`src/logic/rcms_consts.svh`:
```
// constants for the run command and mode select block
`ifndef RCMS_CONSTS_SVH
`define RCMS_CONSTS_SVH
// register word offsets (byte addresses)
`define RCMS_OFS_CTRL 8'h00
`define RCMS_OFS_MODE 8'h04
`define RCMS_OFS_STAT 8'h08
`define RCMS_OFS_START_SPD 8'h0C
`define RCMS_OFS_REQ 8'h10
// control register fields
`define RCMS_CTRL_LOCK_LSB 0
`define RCMS_CTRL_CTL_LSB 4
// request register bits (write one to request)
`define RCMS_REQ_TOGGLE 0
`define RCMS_REQ_TO_PANEL 1
`define RCMS_REQ_TO_EXT 2
`define RCMS_REQ_TO_LINK 3
// reset values
`define RCMS_LOCK_RST 2'h0
`define RCMS_MODE_RST 4'h0
`define RCMS_START_SPD_RST 16'h0000
`endif

```
`src/logic/rcms_pkg.sv`:
```
// types for the run command and mode select block
package rcms_pkg;
  // control method
  typedef enum logic [1:0] {
    RCMS_CTL_SPEED = 2'h0,
    RCMS_CTL_TORQUE = 2'h1,
    RCMS_CTL_POSITION = 2'h3
  } rcms_ctl_t;
  // active operation source, gray along ext/panel/link
  typedef enum logic [1:0] {
    RCMS_SRC_EXT = 2'h0,
    RCMS_SRC_PANEL = 2'h1,
    RCMS_SRC_LINK = 2'h3
  } rcms_src_t;
  // terminal and panel inputs
  typedef struct packed {
    logic forward_start_input;
    logic reverse_start_input;
    logic panel_interlock_input;
    logic mode_switch_input;
    logic panel_forward_key;
    logic panel_reverse_key;
    logic panel_source_toggle_key;
  } rcms_in_t;
  // command to motor core
  typedef struct packed {
    logic run_fwd;
    logic run_rev;
    logic torque_rev;
    logic allow_fwd;
    logic allow_rev;
    logic speed_from_panel;
    logic output_stop;
  } rcms_cmd_t;
endpackage

```
`src/logic/rcms_top.sv`:
```
// run command gating and operation mode selection
//
// Function
// - lock 0: both start inputs honoured; negative command reverses direction
// - speed control: lock 1 forward only, lock 2 reverse only, negative no start
// - torque locked: negative command at or below starting speed gives no rotation
// - torque locked: negative, same direction, above starting speed gives reverse torque
// - position lock 0: start inputs are stroke limits, missing direction refused
// - position: lock 1 and 2 set the allowed directions, analog is torque limit, absolute value taken
// - external operation at power-on; mode selector takes 0 to 4, 6 to 8
// - mode 0: panel toggle key swaps panel and external operation
// - mode 1: speed and start from panel keys only
// - mode 6: source switching allowed while running
// - mode 7, interlock high: panel change allowed, external output stopped
// - mode 7, interlock low: change to panel refused
// - mode 8: switch input picks ext/panel, refused while running
// - mode 7: interlock low forces external operation regardless of start inputs
// - mode 7, interlock high: panel change refused while a start input is active
//
// Added by the designer: the address map and the Wishbone register port.
`timescale 1ns/10ps
`include "rcms_consts.svh"
module rcms_top #(
  parameter int ANA_W = 16
) (
  input wire logic clk_i,
  input wire logic rst_i,
  // classic wishbone slave
  input wire logic wb_cyc_i,
  input wire logic wb_stb_i,
  input wire logic wb_we_i,
  input wire logic [7:0] wb_adr_i,
  input wire logic [3:0] wb_sel_i,
  input wire logic [31:0] wb_dat_i,
  output logic [31:0] wb_dat_o,
  output logic wb_ack_o,
  // terminals and panel
  input wire rcms_pkg::rcms_in_t pins_i,
  input wire logic signed [ANA_W-1:0] ana_ext_i,
  input wire logic signed [ANA_W-1:0] ana_panel_i,
  input wire logic [ANA_W-1:0] motor_speed_i,
  input wire logic motor_dir_rev_i,
  input wire logic motor_running_i,
  // to motor core
  output rcms_pkg::rcms_cmd_t cmd_o,
  output logic [ANA_W-1:0] ana_mag_o,
  output rcms_pkg::rcms_src_t src_o
);
  // ==========================================================
  // register bus
  logic [1:0] lock_r;
  rcms_pkg::rcms_ctl_t ctl_r;
  logic [3:0] mode_r;
  logic [ANA_W-1:0] start_spd_r;
  logic ack_r;
  logic [31:0] rdat_r;
  logic wr_req;
  logic [3:0] req_bits;
  logic mode_ok;

  assign wr_req = wb_cyc_i && wb_stb_i && wb_we_i && !ack_r;
  assign req_bits = (wr_req && wb_adr_i == `RCMS_OFS_REQ && wb_sel_i[0])
                    ? wb_dat_i[3:0] : 4'h0;
  // only settings 0..4 and 6..8 are legal
  assign mode_ok = (wb_dat_i[3:0] <= 4'h8) && (wb_dat_i[3:0] != 4'h5);

  // ack one cycle after request, dropped next cycle
  always_ff @(posedge clk_i) begin
    if (rst_i) begin
      ack_r <= 1'b0;
    end else begin
      ack_r <= wb_cyc_i && wb_stb_i && !ack_r;
    end
  end

  // configuration writes
  always_ff @(posedge clk_i) begin
    if (rst_i) begin
      lock_r <= `RCMS_LOCK_RST;
      ctl_r <= rcms_pkg::RCMS_CTL_SPEED;
      mode_r <= `RCMS_MODE_RST;
      start_spd_r <= `RCMS_START_SPD_RST;
    end else if (wr_req && wb_sel_i[0]) begin
      if (wb_adr_i == `RCMS_OFS_CTRL) begin
        if (wb_dat_i[`RCMS_CTRL_LOCK_LSB +: 2] != 2'h3) begin
          lock_r <= wb_dat_i[`RCMS_CTRL_LOCK_LSB +: 2];
        end
        if (wb_dat_i[`RCMS_CTRL_CTL_LSB +: 2] != 2'h2) begin
          ctl_r <= rcms_pkg::rcms_ctl_t'(wb_dat_i[`RCMS_CTRL_CTL_LSB +: 2]);
        end
      end else if (wb_adr_i == `RCMS_OFS_MODE) begin
        if (mode_ok) begin
          mode_r <= wb_dat_i[3:0];
        end
      end else if (wb_adr_i == `RCMS_OFS_START_SPD) begin
        start_spd_r <= wb_dat_i[ANA_W-1:0];
      end
    end
  end

  // read mux; unmapped offsets read zero
  always_ff @(posedge clk_i) begin
    if (rst_i) begin
      rdat_r <= 32'h0000_0000;
    end else if (wb_cyc_i && wb_stb_i && !wb_we_i) begin
      if (wb_adr_i == `RCMS_OFS_CTRL) begin
        rdat_r <= {26'h0, ctl_r, 2'h0, lock_r};
      end else if (wb_adr_i == `RCMS_OFS_MODE) begin
        rdat_r <= {28'h0, mode_r};
      end else if (wb_adr_i == `RCMS_OFS_STAT) begin
        rdat_r <= {23'h0, cmd_o, src_o};
      end else if (wb_adr_i == `RCMS_OFS_START_SPD) begin
        rdat_r <= {{(32-ANA_W){1'b0}}, start_spd_r};
      end else begin
        rdat_r <= 32'h0000_0000;
      end
    end
  end
  assign wb_ack_o = ack_r;
  assign wb_dat_o = rdat_r;

  // ==========================================================
  // operation source selection
  rcms_pkg::rcms_src_t src_r;
  rcms_pkg::rcms_src_t src_nxt;
  logic start_any;
  logic panel_ok;

  assign start_any = pins_i.forward_start_input | pins_i.reverse_start_input;

  // a panel change is refused while starts are live under interlock
  always_comb begin
    panel_ok = 1'b1;
    if (mode_r == 4'h7) begin
      panel_ok = pins_i.panel_interlock_input && !start_any;
    end
  end

  always_comb begin
    src_nxt = src_r;
    case (mode_r)
      4'h0: begin
        if (pins_i.panel_source_toggle_key || req_bits[`RCMS_REQ_TOGGLE]) begin
          src_nxt = (src_r == rcms_pkg::RCMS_SRC_PANEL)
                    ? rcms_pkg::RCMS_SRC_EXT : rcms_pkg::RCMS_SRC_PANEL;
        end
      end
      4'h1: src_nxt = rcms_pkg::RCMS_SRC_PANEL;
      4'h2, 4'h3, 4'h4: src_nxt = rcms_pkg::RCMS_SRC_EXT;
      4'h6: begin
        // switching allowed while running
        if (req_bits[`RCMS_REQ_TO_PANEL]) begin
          src_nxt = rcms_pkg::RCMS_SRC_PANEL;
        end else if (req_bits[`RCMS_REQ_TO_EXT]) begin
          src_nxt = rcms_pkg::RCMS_SRC_EXT;
        end else if (req_bits[`RCMS_REQ_TO_LINK]) begin
          src_nxt = rcms_pkg::RCMS_SRC_LINK;
        end
      end
      4'h7: begin
        if (!pins_i.panel_interlock_input) begin
          src_nxt = rcms_pkg::RCMS_SRC_EXT;
        end else if ((req_bits[`RCMS_REQ_TO_PANEL]
                      || pins_i.panel_source_toggle_key) && panel_ok) begin
          src_nxt = rcms_pkg::RCMS_SRC_PANEL;
        end else if (req_bits[`RCMS_REQ_TO_EXT]) begin
          src_nxt = rcms_pkg::RCMS_SRC_EXT;
        end
      end
      4'h8: begin
        // held mode while running, change taken once stopped
        if (!motor_running_i) begin
          src_nxt = pins_i.mode_switch_input ? rcms_pkg::RCMS_SRC_EXT
                    : rcms_pkg::RCMS_SRC_PANEL;
        end
      end
      default: src_nxt = src_r;
    endcase
  end

  // external operation at power-on
  always_ff @(posedge clk_i) begin
    if (rst_i) begin
      src_r <= rcms_pkg::RCMS_SRC_EXT;
    end else begin
      src_r <= src_nxt;
    end
  end
  assign src_o = src_r;

  // ==========================================================
  // start and speed source per mode
  logic start_from_panel;
  logic speed_from_panel;
  logic req_f;
  logic req_r;

  always_comb begin
    start_from_panel = (src_r == rcms_pkg::RCMS_SRC_PANEL);
    speed_from_panel = (src_r == rcms_pkg::RCMS_SRC_PANEL);
    if (mode_r == 4'h3) begin
      start_from_panel = 1'b0;
      speed_from_panel = 1'b1;
    end else if (mode_r == 4'h4) begin
      start_from_panel = 1'b1;
      speed_from_panel = 1'b0;
    end else if (mode_r == 4'h1) begin
      start_from_panel = 1'b1;
      speed_from_panel = 1'b1;
    end
  end
  assign req_f = start_from_panel ? pins_i.panel_forward_key
                 : pins_i.forward_start_input;
  assign req_r = start_from_panel ? pins_i.panel_reverse_key
                 : pins_i.reverse_start_input;

  // ==========================================================
  // direction gating under rotation lock
  logic signed [ANA_W-1:0] ana_sel;
  logic neg;
  logic [ANA_W-1:0] mag;
  logic ext_stop;
  rcms_pkg::rcms_cmd_t cmd_nxt;
  rcms_pkg::rcms_cmd_t cmd_r;
  logic [ANA_W-1:0] mag_r;

  assign ana_sel = speed_from_panel ? ana_panel_i : ana_ext_i;
  assign neg = ana_sel[ANA_W-1];
  assign mag = neg ? ANA_W'(-ana_sel) : ana_sel;
  // interlock mode with interlock high stops output while in external operation
  assign ext_stop = (mode_r == 4'h7) && pins_i.panel_interlock_input
                    && (src_r == rcms_pkg::RCMS_SRC_EXT);

  always_comb begin
    logic f;
    logic r;
    f = req_f && !req_r;
    r = req_r && !req_f;
    cmd_nxt = '0;
    cmd_nxt.speed_from_panel = speed_from_panel;
    cmd_nxt.output_stop = ext_stop;
    cmd_nxt.allow_fwd = 1'b1;
    cmd_nxt.allow_rev = 1'b1;
    case (ctl_r)
      rcms_pkg::RCMS_CTL_POSITION: begin
        // analog is only a torque limit, lock irrelevant to it
        if (lock_r == 2'h0) begin
          cmd_nxt.allow_fwd = req_f;
          cmd_nxt.allow_rev = req_r;
        end else begin
          cmd_nxt.allow_fwd = (lock_r != 2'h2);
          cmd_nxt.allow_rev = (lock_r != 2'h1);
        end
        cmd_nxt.run_fwd = f && cmd_nxt.allow_fwd;
        cmd_nxt.run_rev = r && cmd_nxt.allow_rev;
      end
      default: begin
        if (lock_r == 2'h1) begin
          r = 1'b0;
        end else if (lock_r == 2'h2) begin
          f = 1'b0;
        end
        if (lock_r == 2'h0) begin
          cmd_nxt.run_fwd = neg ? r : f;
          cmd_nxt.run_rev = neg ? f : r;
        end else if (!neg) begin
          cmd_nxt.run_fwd = f;
          cmd_nxt.run_rev = r;
        end else if (ctl_r == rcms_pkg::RCMS_CTL_TORQUE
                     && motor_speed_i > start_spd_r
                     && ((f && !motor_dir_rev_i)
                         || (r && motor_dir_rev_i))) begin
          // keep run, torque opposes start direction
          cmd_nxt.run_fwd = f;
          cmd_nxt.run_rev = r;
          cmd_nxt.torque_rev = 1'b1;
        end else begin
          cmd_nxt.run_fwd = 1'b0;
          cmd_nxt.run_rev = 1'b0;
        end
        cmd_nxt.allow_fwd = (lock_r != 2'h2);
        cmd_nxt.allow_rev = (lock_r != 2'h1);
      end
    endcase
    if (ext_stop) begin
      cmd_nxt.run_fwd = 1'b0;
      cmd_nxt.run_rev = 1'b0;
    end
  end

  // registered command to core
  always_ff @(posedge clk_i) begin
    if (rst_i) begin
      cmd_r <= '0;
      mag_r <= '0;
    end else begin
      cmd_r <= cmd_nxt;
      mag_r <= (ctl_r == rcms_pkg::RCMS_CTL_POSITION) ? mag : ana_sel;
    end
  end
  assign cmd_o = cmd_r;
  assign ana_mag_o = mag_r;
endmodule

```
`config.mk`:
```
export PLATFORM = sky130hd
export DESIGN_NAME = rcms_top
export DESIGN_NICKNAME = d
export VERILOG_FILES = /design/src/logic/rcms_pkg.sv /design/src/logic/rcms_top.sv
export VERILOG_INCLUDE_DIRS = /design/src /design/src/logic
export SDC_FILE = /design/constraint.sdc
export NUM_CORES = 1
export LEC_CHECK = 0
export ABC_CLOCK_PERIOD_IN_PS = 3300
export BUFFER_PORTS_ARGS = -buffer_cell sky130_fd_sc_hd__buf_2
export CAP_MARGIN = 20
export CORE_ASPECT_RATIO = 0.5
export CORE_MARGIN = 2
export CORE_UTILIZATION = 45
export DETAILED_ROUTE_END_ITERATION = 10
export GPL_TIMING_DRIVEN = 0
export PLACE_DENSITY = 0.75
export SLEW_MARGIN = 5
export SYNTH_ARGS = -nofsm -noshare
export SYNTH_HDL_FRONTEND = slang
export SYNTH_SLANG_ARGS = --single-unit
```
`constraint.sdc`:
```
create_clock -name clk_i -period 3.3 [get_ports clk_i]
set_clock_uncertainty 0.15 [all_clocks]
set_input_delay 0 -clock clk_i [delete_from_list [all_inputs] [get_ports clk_i]]
set_output_delay 0 -clock clk_i [all_outputs]
set_load 0.02 [all_outputs]
```
[Yosys cells after proc, flatten, opt, wreduce, memory -nomap -nowiden]
Cells that the tools add are included.
Cells by class
  add/subtract/negate cells: 1
  multipliers: 0
  div/mod/pow operators: 0
  magnitude comparators: 2
  equality and inequality tests: 25
  shift operators: 0
  muxes and demuxes: 42
  bitwise operators: 4
  reductions and logical operators: 43
Operators by type and width (number)
  16-bit two-way mux: 7
  2-bit two-way mux: 15
  1-bit logical AND: 21
  1-bit two-way mux: 18
  8-bit by 4-bit == test with 1-bit output (second input constant): 2
  16-bit > comparator: 1
  16-bit negator: 1
  4-bit by 3-bit == test with 1-bit output (second input constant): 3
  2-bit one-hot mux with 6 select lines: 1
  2-bit != test (second input constant): 5
  4-bit by 2-bit == test with 1-bit output (second input constant): 2
  8-bit by 3-bit == test with 1-bit output (second input constant): 1
  8-bit by 5-bit == test with 1-bit output (second input constant): 1
  8-bit logical NOT: 1
  4-bit by 3-bit != test with 1-bit output (second input constant): 2
  4-bit AND reduction: 2
  2-bit by 1-bit == test with 1-bit output (second input constant): 3
  1-bit logical NOT: 6
  3-bit AND reduction: 2
  6-bit nonzero test: 1
  5-bit AND reduction: 1
  2-bit == test (second input constant): 2
  4-bit by 1-bit == test with 1-bit output (second input constant): 1
  4-bit == test (second input constant): 1
  other kinds (12): 17
Storage, ports and cells
  bits in registers: 82
  bits in latches: 0
  RAM bits: 0
  ROM bits: 0
  input port bits: 106
  output and inout bits: 58
  logic and storage cells: 132
  memories: 0

[Logic depth before layout (Yosys ltp)]
Gate-level depths: netlist of run 1.
  depth in word-level cells: 17
  mapped depth: 12
  gate-level depth less buffers: 10

[Least setup slack after synthesis of run 1]
OpenSTA, ideal clock, no wires.
  path type: reg2reg
  start point: reg src_r[1], in the netlist src_o[1]
  end point: reg mag_r[14], in the netlist ana_mag_o[14]
  setup time: 0.091 ns
  data arrival time: 2.463 ns
  required time: 3.059 ns
  slack: 0.596 ns
  stages on the path, launching flop included: 12
  buffers on the path: 1
  period minus slack after synthesis: 2.704 ns
  path through: dfxtp_1 nand2b_4 o21bai_1 nand2_2 buf_2 mux2i_1 ha_1 and3_1 nand3_1 o21ai_1 a211oi_1 a311oi_1
On the way
  cells in the longest elaborated chain, start to end: 8
RTL lines
  from (decl): line rcms_top.sv:124  | rcms_pkg::rcms_src_t src_r;
  from (signal assigned): line rcms_top.sv:184  | src_r <= rcms_pkg::RCMS_SRC_EXT;
  from (signal assigned): line rcms_top.sv:186  | src_r <= src_nxt;
  2-bit by 1-bit == test with 1-bit output (*): line rcms_top.sv:200  | speed_from_panel = (src_r == rcms_pkg::RCMS_SRC_PANEL);
  1-bit two-way mux (*): line rcms_top.sv:207  | end else if (mode_r == 4'h1) begin
  1-bit two-way mux (*): line rcms_top.sv:204  | end else if (mode_r == 4'h4) begin
  1-bit two-way mux (*): line rcms_top.sv:201  | if (mode_r == 4'h3) begin
  16-bit two-way mux (*): line rcms_top.sv:227  | assign ana_sel = speed_from_panel ? ana_panel_i : ana_ext_i;
  16-bit negator: line rcms_top.sv:229  | assign mag = neg ? ANA_W'(-ana_sel) : ana_sel;
  16-bit two-way mux: line rcms_top.sv:229
  16-bit two-way mux (*): line rcms_top.sv:298  | mag_r <= (ctl_r == rcms_pkg::RCMS_CTL_POSITION) ? mag : ana_sel;
  to (signal assigned): line rcms_top.sv:298
  to (decl): line rcms_top.sv:225  | logic [ANA_W-1:0] mag_r;
Mark *: on every way between the ends. The rest lies on a longest branch, timed or not.
A chain may end at the register's enable or synchronous reset.

[Worst setup path after layout of run 1]
  start point: reg mode_r[2]
  end point: reg mag_r[5], in the netlist ana_mag_o[5]
On the way
  cells in the longest elaborated chain, start to end: 8
  elaborated cells on any way between the ends: 10
  those cells by class: 1 x add/sub; 3 x eq/ne; 6 x mux
RTL lines
  from (decl): line rcms_top.sv:53  | logic [3:0] mode_r;
  from (signal assigned): line rcms_top.sv:81  | mode_r <= `RCMS_MODE_RST;
  from (signal assigned): line rcms_top.sv:93  | mode_r <= wb_dat_i[3:0];
  4-bit by 1-bit == test with 1-bit output: line rcms_top.sv:207
  1-bit two-way mux: line rcms_top.sv:207
  1-bit two-way mux: line rcms_top.sv:204
  1-bit two-way mux (*): line rcms_top.sv:201
  16-bit two-way mux (*): line rcms_top.sv:227
  16-bit negator: line rcms_top.sv:229
  16-bit two-way mux: line rcms_top.sv:229
  16-bit two-way mux (*): line rcms_top.sv:298
Marks and branches as above.

==> results of run 1 <==
==> layout make-up <==
type                       count  area (sq um)  share of cell area [%]
timing repair buffer         178          1160                    19.7
multi-input combinational    406          2630                    44.8
buffer                        44           241                    4.11
clock buffer                   9           225                    3.84
clock inverter                 7          68.8                    1.17
inverter                      22          82.6                    1.41
tap                          117           146                    2.49
sequential                    66          1320                    22.5
==> synthesized netlist by cell type (all sizes together) (9+ instances only) <==
master	count	area, sq um
mux2i	23	230
nand2	60	235
inv	22	82.6
nor2b	9	56.3
ha	17	213
o21ai	18	90.1
nor3	25	170
nor2	39	161
dfxtp	66	1320
a22oi	10	75.1
nand3	18	90.1
buf	26	171
a21oi	51	255
clkbuf	18	67.6
==> metal layers <==
metal / part of all wire, % / GRT usage, %
met5: 0 / 0
met4: 1.2 / 7.00
met3: 9.3 / 6.53
met2: 47 / 45.9
met1: 42 / 34.6
==> logic make-up (layout without fill, tap and decap cells) <==
family	Yosys count	in the layout	synth area share [%]
xor+xnor	1	1	0.208
fa+ha+maj	17	17	5.06
simple gates	207	207	26.5
compound gates	135	135	21.1
flops	66	66	31.4
other cells	1	16	0.0893
mux	30	30	7.89
buf+inv	66	260	7.65
==> cell usage in the layout (no fill, tap or decap), types with 8 or more instances in the layout <==
cell type      netlist  routed
a21o_1               8       8
a21oi_1             51      51
a22oi_1             10      10
a31oi_1              8       8
buf_2                8     132
buf_4               17      17
clkbuf_1            18      18
clkbuf_16            0       9
conb_1               1      16
dfxtp_1             66      65
dlygate4sd3_1        0      53
ha_1                17      17
inv_1               22      22
mux2i_1             23      23
nand2_1             58      58
nand3_1             18      18
nor2_1              37      37
nor2b_1              9       9
nor3_1              21      21
o21ai_0             16      16
or3_1                8       8
==> where the power goes <==
part / leakage [nW] / switching (mW) / internal (mW) / total (mW)
logic: 1.85 / 0.219 / 0.188 / 0.407
registers: 0.538 / 0.0104 / 0.817 / 0.828
clock network: 0.142 / 0.374 / 0.583 / 0.957
total: 2.53 / 0.604 / 1.59 / 2.19
==> repair_timing <==
item                       in CTS  in global routing
hold endpoints to repair       46                  0
resized for setup               0                  5
setup endpoints to repair       0                  5
hold buffers                   53                  0
==> state kept, by name, indices dropped and copies added, names as in the netlist <==
signal / cells
ana_mag_o: 16
start_spd_r: 16
wb_dat_o: 16
cmd_o: 7
mode_r: 4
ctl_r: 2
lock_r: 2
src_o: 2
wb_ack_o: 1
==> metrics by stage <==
step / cell area, sq um / hold slack (ns)
after floorplan: 4260 / -0.0140
final: 5870 / 0.00590
after CTS: 5850 / 0.00243
after detailed placement: 5030 / 0.0972
after global placement: 5030 / 0.0981
after global routing: 5870 / 0.0317
==> path summary, 6_finish.rpt <==
check,cells past startpoint,end,start,slack [ns]
max,9,ana_mag_o[5],mode_r[2],0.20
min,4,ana_mag_o[6],ana_ext_i[6],0.006
max reg2reg,9,ana_mag_o[5],mode_r[2],0.20
min reg2reg,2,wb_dat_o[5],wb_dat_o[5],0.30
==> critical path: stages (launching register included) <==
cell	delay (ns)
dfxtp_1	0.35
buf_2	0.20
o21ai_1	0.35
nand2_4	0.20
clkbuf_4	0.26
mux2i_1	0.20
dlygate4sd3_1	0.57
nand3_1	0.07
a21oi_1	0.14
dlygate4sd3_1	0.56
==> key figures, run 1 <==
STA
  • Max Slew Vio Count: 0
  • Setup TNS after final layout: 0 ns
  • Tmin final: 3.10 ns
  • Worst setup margin: 0.203 ns
  • Hold Violations, Final: 0
  • Endpoints failing setup: 0
  • Slew at the pin with the worst max-slew slack: 0.685 ns
  • Peak Freq: 0.323 GHz
  • Slew headroom: 54.3%
  • Final period util: 93.9%
  • Unrepaired setup endpoints after global routing: false

Power
  • Lkg Pwr: 2.53 nW
  • Worst IR drop on VDD: 0.245 mV
  • PD cells: 373 nW/um^2
  • Overall power: 2.19 mW

Floorplan
  • Die H: 72.3 um
  • Starting Density: 47.3%
  • CORE AREA: 8890 sq um
  • Die Area: 10,200 sq um
  • Num rows: 24
  • Number of placed I/O pins: 164
  • Die Wd: 141 um

GRT
  • Antenna violations before repair: 0
  • Global-route wire length before repair: 21,500 um
  • Largest net degree at the start of global routing: 13
  • Aggregate global routing overflow: 0
  • Vias in the first global route: 4,393
  • Total global-route track usage: 26.8%

Layout
  • Nets: 850
  • Final core utilization: 66.0%
  • Area grow syn2layout: 39.7%
  • Ant diodes: 0
  • Post-Layout Cell Count: 849
  • Layout cells sized above 1: 26.8%
  • # fillers: 785

Routing
  • ANT nets after route: 0
  • DR pass1 iterations: 5
  • Remaining DRCs: 0
  • WL per Instance: 16.2 um
  • Drt total wl: 13,800 um
  • Via/cell ratio: 5.62
  • Iteration-0 DRC Markers: 353
  • Via count: 4,770

Synthesis
  • Async SR Flop Fraction: 0%
  • Average size of a mapped cell: 8.03 sq um
  • Post-Syn Instances: 523
  • Most used flip-flop cell after synthesis: dfxtp_1
  • Synth unique cells: 66
  • EDFF count, synth: 0
  • Sequential fraction of the synthesis area: 31.4%
  • Yosys warning count: 0
  • Mapped Area: 4200 sq um
  • Yosys reg bits: 66

Clock network
  • H-tree depth: 3
  • CTS tree: done
  • Clock root buffer: clkbuf_16
  • Reg clk slew, reported paths: 0.06 ns
  • CTS max path bufs: 2
  • Post-CTS setup buffer count: 0
  • CTS Buf Count: 9
  • Worst skew pair latency: 0.34 ns
  • Clock Sinks: 66

Placed design
  • Number of port buffers: 125
  • Pre-CTS WS: 0.0327 ns
  • Post-DP HPWL: 9650 um
  • Placed Cells: 780
  • GP Congestion: 0.878

Critical path
  • CP required: 3.43 ns
  • Crit path max fanout: 10
  • Critical path class: flip-flop to flip-flop
  • Crit path capture type: flip-flop
  • Crit path DAT: 3.23 ns
  • Critical Path Start Type: flip-flop

Worst hold path
  • Hold Crit Class: input port to flip-flop

Run status
  • Status: complete, no violations

Job
  • MaxCap Viol Count: 0
Power figures use the tool's default switching activity.
==> inputs of run 2 (changes only) <==
- ABC_AREA: default -> 1
- ABC_CLOCK_PERIOD_IN_PS: 3300 -> 3240
- BUFFER_PORTS_ARGS: -buffer_cell sky130_fd_sc_hd__buf_2 -> default
- DONT_BUFFER_PORTS: default -> 1
- PLACE_DENSITY: 0.75 -> default
- clock period: 3.3 -> 3.24 ns (I/O delays scaled with it)
==> key figures, run 2 <==
Power
  • Gate power share: 14.7%
  • Worst IR drop on VDD: 0.239 mV
  • PD cells: 407 nW/um^2
  • Flop pwr share: 41.6%
  • NetSw: 0.558 mW
  • Int Pwr: 1.55 mW
  • Lkg Pwr: 2.24 nW
  • Sw frac: 26.5%
  • Overall power: 2.11 mW
  • Clock power share: 43.7%

STA
  • Setup TNS after final layout: 0 ns
  • Slew headroom: 56.8%
  • Hold Violations, Final: 0
  • Peak Freq: 0.330 GHz
  • Max Slew Vio Count: 0
  • Slew at the pin with the worst max-slew slack: 0.642 ns
  • Final period util: 93.4%
  • Worst setup margin: 0.214 ns
  • Hold_ws: 0.00545 ns
  • Endpoints failing setup: 0
  • Unrepaired setup endpoints after global routing: false
  • Tmin final: 3.03 ns

Routing
  • Drt total wl: 11,700 um
  • DR pass1 iterations: 5
  • ANT nets after route: 0
  • Iteration-0 DRC Markers: 219
  • Via/cell ratio: 5.10
  • Via count: 4,082
  • Remaining DRCs: 0
  • WL per Instance: 14.7 um

Floorplan
  • Starting Density: 45.9%
  • CORE AREA: 8590 sq um
  • Die H: 70.2 um
  • Num rows: 24
  • Die Wd: 136 um
  • Number of placed I/O pins: 164
  • Die Area: 9560 sq um

Clock network
  • Worst skew pair latency: 0.33 ns
  • H-tree depth: 3
  • CTS Buf Count: 9
  • CTS max path bufs: 2
  • CTS tree: done
  • Reg clk slew, reported paths: 0.06 ns
  • Clock root buffer: clkbuf_16
  • Clock Sinks: 66

Synthesis
  • Mapped Area: 3940 sq um
  • Top cell type's share of synthesized area: 33.5%
  • Average size of a mapped cell: 6.80 sq um
  • Async SR Flop Fraction: 0%
  • Yosys warning count: 0
  • Post-Syn Instances: 579
  • Post-synth top cells: 124 x nand2_1, 83 x inv_1, 66 x dfxtp_1
  • Yosys reg bits: 66
  • Synth unique cells: 44
  • Most used flip-flop cell after synthesis: dfxtp_1
  • EDFF count, synth: 0
  • Sequential fraction of the synthesis area: 33.5%
  • Area contributors post-synth: dfxtp_1 34%, nand2_1 12%, inv_1 7.9%
  • Yosys top cell by area: dfxtp_1
  • Most frequent cell after synthesis: nand2_1

Critical path
  • Crit path DAT: 3.16 ns
  • CP required: 3.37 ns
  • Critical path class: flip-flop to flip-flop
  • Critical Path Start Type: flip-flop
  • FF-to-FF path depth: 14
  • Crit path max fanout: 10
  • Crit path capture type: flip-flop
  • Reg2reg end: ana_mag_o[3]
  • Critical R2R Launch: mode_r[3]
  • Worst R2R Setup Slack: 0.21 ns

Placed design
  • Post-DP HPWL: 8460 um
  • Pre-CTS WS: 0.706 ns
  • GP Congestion: 0.856
  • Number of port buffers: 0

GRT
  • Global-route wire length before repair: 19,000 um
  • Aggregate global routing overflow: 0
  • GR peak layer: met2
  • Met1 usage: 31.2%
  • Largest net degree at the start of global routing: 11
  • GRT met2 Usage: 42.8%
  • Grt met3 use: 9.08%
  • Vias in the first global route: 3,994
  • Total global-route track usage: 25.5%
  • Antenna violations before repair: 1

Run status
  • Status: complete, no violations

Worst hold path
  • Hold_sp: ana_ext_i[1]
  • Min-Delay Endpoint: ana_mag_o[2]
  • Hold Crit Class: input port to flip-flop
  • Hold Path Cell Cnt: 4

Layout
  • Layout cells sized above 1: 9.37%
  • Most frequent cells in the layout: 123 x nand2_1, 83 x inv_1, 75 x dlygate4sd3_1, 64 x dfxtp_1, 60 x a21oi_1
  • # fillers: 823
  • Most common cell after layout, fill and taps aside: nand2_1
  • Nets: 803
  • Final core utilization: 60.3%
  • Area grow syn2layout: 31.5%

Job
  • MaxCap Viol Count: 0
[run 2: changes by cell type after synthesis, sizes merged, moves of 9 or more]
cell	before	now
a22oi	10	0
a21oi	51	60
nor3	25	9
inv	22	85
o21ai	18	50
nand2	60	131
nand3	18	37
nor2b	9	0
mux2i	23	1
[run 2: cells by family (layout without fill, tap and decap cells)]
| kind of cell | count (synthesis) | after routing | synth area share (%) |
|---|---|---|---|
| other cells | 1 | 17 | 0.0952 |
| mux | 1 | 1 | 0.254 |
| compound gates | 134 | 134 | 19.1 |
| flops | 66 | 66 | 33.5 |
| fa+ha+maj | 17 | 17 | 5.40 |
| simple gates | 243 | 243 | 28.3 |
| buf+inv | 117 | 206 | 13.3 |
[run 2: final cells by class]
cell class / count / area [sq um] / share of cell area (%)
clock inverter: 2 / 12.5 / 0.241
clock buffer: 12 / 267 / 5.14
inverter: 85 / 319 / 6.16
antenna: 1 / 2.50 / 0.0483
tap: 117 / 146 / 2.83
buffer: 32 / 205 / 3.96
sequential: 66 / 1320 / 25.5
timing repair buffer: 75 / 751 / 14.5
multi-input combinational: 411 / 2150 / 41.6
[run 2: critical path, cell delays in order, from the launching register on]
cell	delay, ns
dfxtp_2	0.37
nor2_2	0.15
nand3_2	0.12
nand2_2	0.10
nand2_4	0.09
nand2_4	0.13
buf_8	0.15
nand2_1	0.06
o21ai_2	0.06
dlygate4sd3_1	0.60
nand3_2	0.11
nand2_1	0.09
o21ai_0	0.08
a21oi_1	0.15
dlygate4sd3_1	0.55
[run 2: timing repair]
item                                    4_1_cts  5_1_grt
setup buffers                                 0        0
hold buffers                                 75        0
endpoints found under the hold margin        55        0
resized for setup                             0        4
endpoints found under the setup margin        0        2
[run 2: worst max path at each step]
| stage | to | slack (ns) | cells past startpoint | startpoint |
|---|---|---|---|---|
| 2_1_floorplan | ana_mag_o[14] | 1.04 | 15 | src_o[1] |
| 3_3_place_gp | ana_mag_o[14] | 0.73 | 15 | src_o[1] |
| 3_5_place_dp | ana_mag_o[14] | 0.71 | 15 | src_o[1] |
| 4_1_cts | ana_mag_o[3] | 0.13 | 13 | src_o[1] |
| 5_1_grt | ana_mag_o[3] | 0.008 | 14 | mode_r[3] |
| 6_report | ana_mag_o[3] | 0.21 | 14 | mode_r[3] |
[run 2: through the flow]
step | instance area [sq um] | std cells
after floorplan | 4000 | 594
after global placement | 4140 | 711
after detailed placement | 4140 | 711
after CTS | 5170 | 800
after global routing | 5180 | 801
final | 5180 | 801
[run 2: power groups by stage]
| stage | sequential, mW | combinational [mW] | clock (mW) |
|---|---|---|---|
| finish | 0.876 | 0.311 | 0.922 |
| CTS | 0.877 | 0.307 | 0.940 |
| global placement | 0.894 | 0.221 | 0 |
| detailed placement | 0.893 | 0.224 | 0 |
| floorplan | 0.889 | 0.184 | 0 |
| global route | 0.878 | 0.349 | 0.971 |
[run 2: per-layer routing]
| layer | wire length, um | share of wire (%) |
|---|---|---|
| met5 | 0 | 0 |
| met4 | 62 | 0.53 |
| met3 | 1080 | 9.2 |
| met2 | 5400 | 46 |
| met1 | 5200 | 44 |
==> inputs of run 3 (changes only) <==
- ABC_AREA: 1 -> default
==> key figures, run 3 (same netlist as run 1, synthesis figures left out) <==
Run status
  • Status: complete, but fails checks
  • Violations in the final reports: hold timing

Clock network
  • Reg clk slew, reported paths: 0.06 ns
  • Post-CTS setup buffer count: 0
  • Clock Sinks: 66
  • Worst skew pair latency: 0.34 ns
  • H-tree depth: 3
  • CTS max path bufs: 2
  • Clock root buffer: clkbuf_16
  • CTS Buf Count: 9
  • CTS tree: done

STA
  • Slew at the pin with the worst max-slew slack: 0.704 ns
  • Setup TNS after final layout: 0 ns
  • Unrepaired setup endpoints after global routing: false
  • Endpoints failing setup: 0
  • Peak Freq: 0.325 GHz
  • Hold_ws: -0.000120 ns
  • Hold Violations, Final: 1
  • Max Slew Vio Count: 0
  • Final period util: 95.0%
  • Slew headroom: 53.1%
  • Tmin final: 3.08 ns
  • Worst setup margin: 0.163 ns

Power
  • Sw frac: 27.7%
  • Flop pwr share: 39.3%
  • Lkg Pwr: 2.09 nW
  • Clock power share: 45.9%
  • NetSw: 0.614 mW
  • Worst IR drop on VDD: 0.316 mV
  • Int Pwr: 1.60 mW
  • PD cells: 402 nW/um^2
  • Gate power share: 14.8%

Critical path
  • Most common cell on crit path: dlygate4sd3_1
  • WP buf/inv: 3
  • Critical Path Start Type: flip-flop
  • CP required: 3.28 ns
  • Cell Chain, Critical Path: nand2b_4 > o21bai_2 > nand2_4 > clkbuf_4 > nand3b_1 > dlygate4sd3_1 > nand4_1 > dlygate4sd3_1 > nor3b_1
  • Crit path max fanout: 10
  • Slowest stage delay, CP: 0.59 ns
  • Crit path capture type: flip-flop
  • Crit path DAT: 3.12 ns
  • Cell family with most CP delay: buffers and inverters
  • Critical path class: flip-flop to flip-flop
  • CP max stage cell: dlygate4sd3_1

GRT
  • Vias in the first global route: 4,344
  • Aggregate global routing overflow: 0
  • Antenna violations before repair: 0
  • Total global-route track usage: 26.7%
  • Largest net degree at the start of global routing: 15
  • Global-route wire length before repair: 21,400 um

Routing
  • Via count: 4,347
  • ANT nets after route: 0
  • Met3 WL: 1210 um
  • Via/cell ratio: 5.80
  • Remaining DRCs: 0
  • Drt total wl: 13,500 um
  • Iteration-0 DRC Markers: 259
  • WL per Instance: 18.1 um
  • Metal-1 WL: 6150 um
  • Top Metal Used: met4
  • DR WL met2: 6040 um
  • DR pass1 iterations: 4

Layout
  • Area grow syn2layout: 31.2%
  • # fillers: 812
  • Most common cell after layout, fill and taps aside: dlygate4sd3_1
  • Nets: 750
  • Most frequent cells in the layout: 78 x dlygate4sd3_1, 64 x dfxtp_1, 58 x nand2_1, 51 x a21oi_1, 37 x nor2_1
  • Fin area: 5510 sq um
  • Layout cells sized above 1: 11.6%
  • Ant diodes: 0

Placed design
  • Pre-CTS WS: -0.0678 ns
  • GP Congestion: 0.895
  • Area after DPL: 4400 sq um
  • Number of port buffers: 0
  • Post-DP HPWL: 9640 um

Floorplan
  • Die H: 72.3 um
  • Num rows: 24
  • Die Wd: 141 um
  • Die Area: 10,200 sq um
  • CORE AREA: 8890 sq um
  • Starting Density: 47.3%
  • Number of placed I/O pins: 164

Worst hold path
  • Hold Crit Class: input port to flip-flop

Job
  • MaxCap Viol Count: 0
[run 3: stage by stage]
stage	total power, mW	cells	utilization, %
global placement	1.12	655	49.5
floorplan	1.07	538	-
CTS	2.22	749	61.8
finish	2.22	749	62.0
detailed placement	1.12	655	49.5
global route	2.31	749	62.0
[run 3: layer usage]
metal / vias up / global-route usage [%]
met3: 14 / 8.58
met1: 2033 / 34.4
met5: - / 0
met2: 192 / 44.0
li1: 2108 / -
met4: 0 / 7.00
[run 3: power by group through the flow]
stage / clock network, mW / registers, mW / logic, mW
finish: 1.02 / 0.872 / 0.328
global route: 1.08 / 0.874 / 0.353
CTS: 1.03 / 0.872 / 0.317
detailed placement: 0 / 0.890 / 0.229
global placement: 0 / 0.891 / 0.226
floorplan: 0 / 0.885 / 0.186
[run 3: repair_timing]
action	4_1_cts	5_1_grt
hold buffers	78	0
endpoints found under the hold margin	55	0
pin swaps	0	0
setup endpoints to repair	3	7
gates cloned	0	0
resized for setup	2	5
[run 3: area by class of cell]
type / count / area [sq um] / area share (%)
clock inverter: 7 / 82.6 / 1.50
clock buffer: 9 / 225 / 4.08
tap: 117 / 146 / 2.65
buffer: 44 / 241 / 4.38
multi-input combinational: 406 / 2630 / 47.7
sequential: 66 / 1320 / 24.0
timing repair buffer: 78 / 781 / 14.2
inverter: 22 / 82.6 / 1.50
[run 3: path summary, 6_finish.rpt]
| check | to | slack (ns) | from | cells past startpoint |
|---|---|---|---|---|
| worst min-delay path | ana_mag_o[14] | -0.0001 | ana_panel_i[13] | 3 |
| worst max register to register | ana_mag_o[3] | 0.16 | src_o[1] | 9 |
| worst max-delay path | ana_mag_o[3] | 0.16 | src_o[1] | 9 |
| worst min register to register | start_spd_r[4] | 0.32 | start_spd_r[4] | 2 |
[run 3: worst register-to-register path: cells and delay by family (launching register included)]
kind / cells / cell delay (ns)
buf+inv: 3 / 1.41
simple gates: 5 / 0.71
flops: 1 / 0.39
compound gates: 1 / 0.27
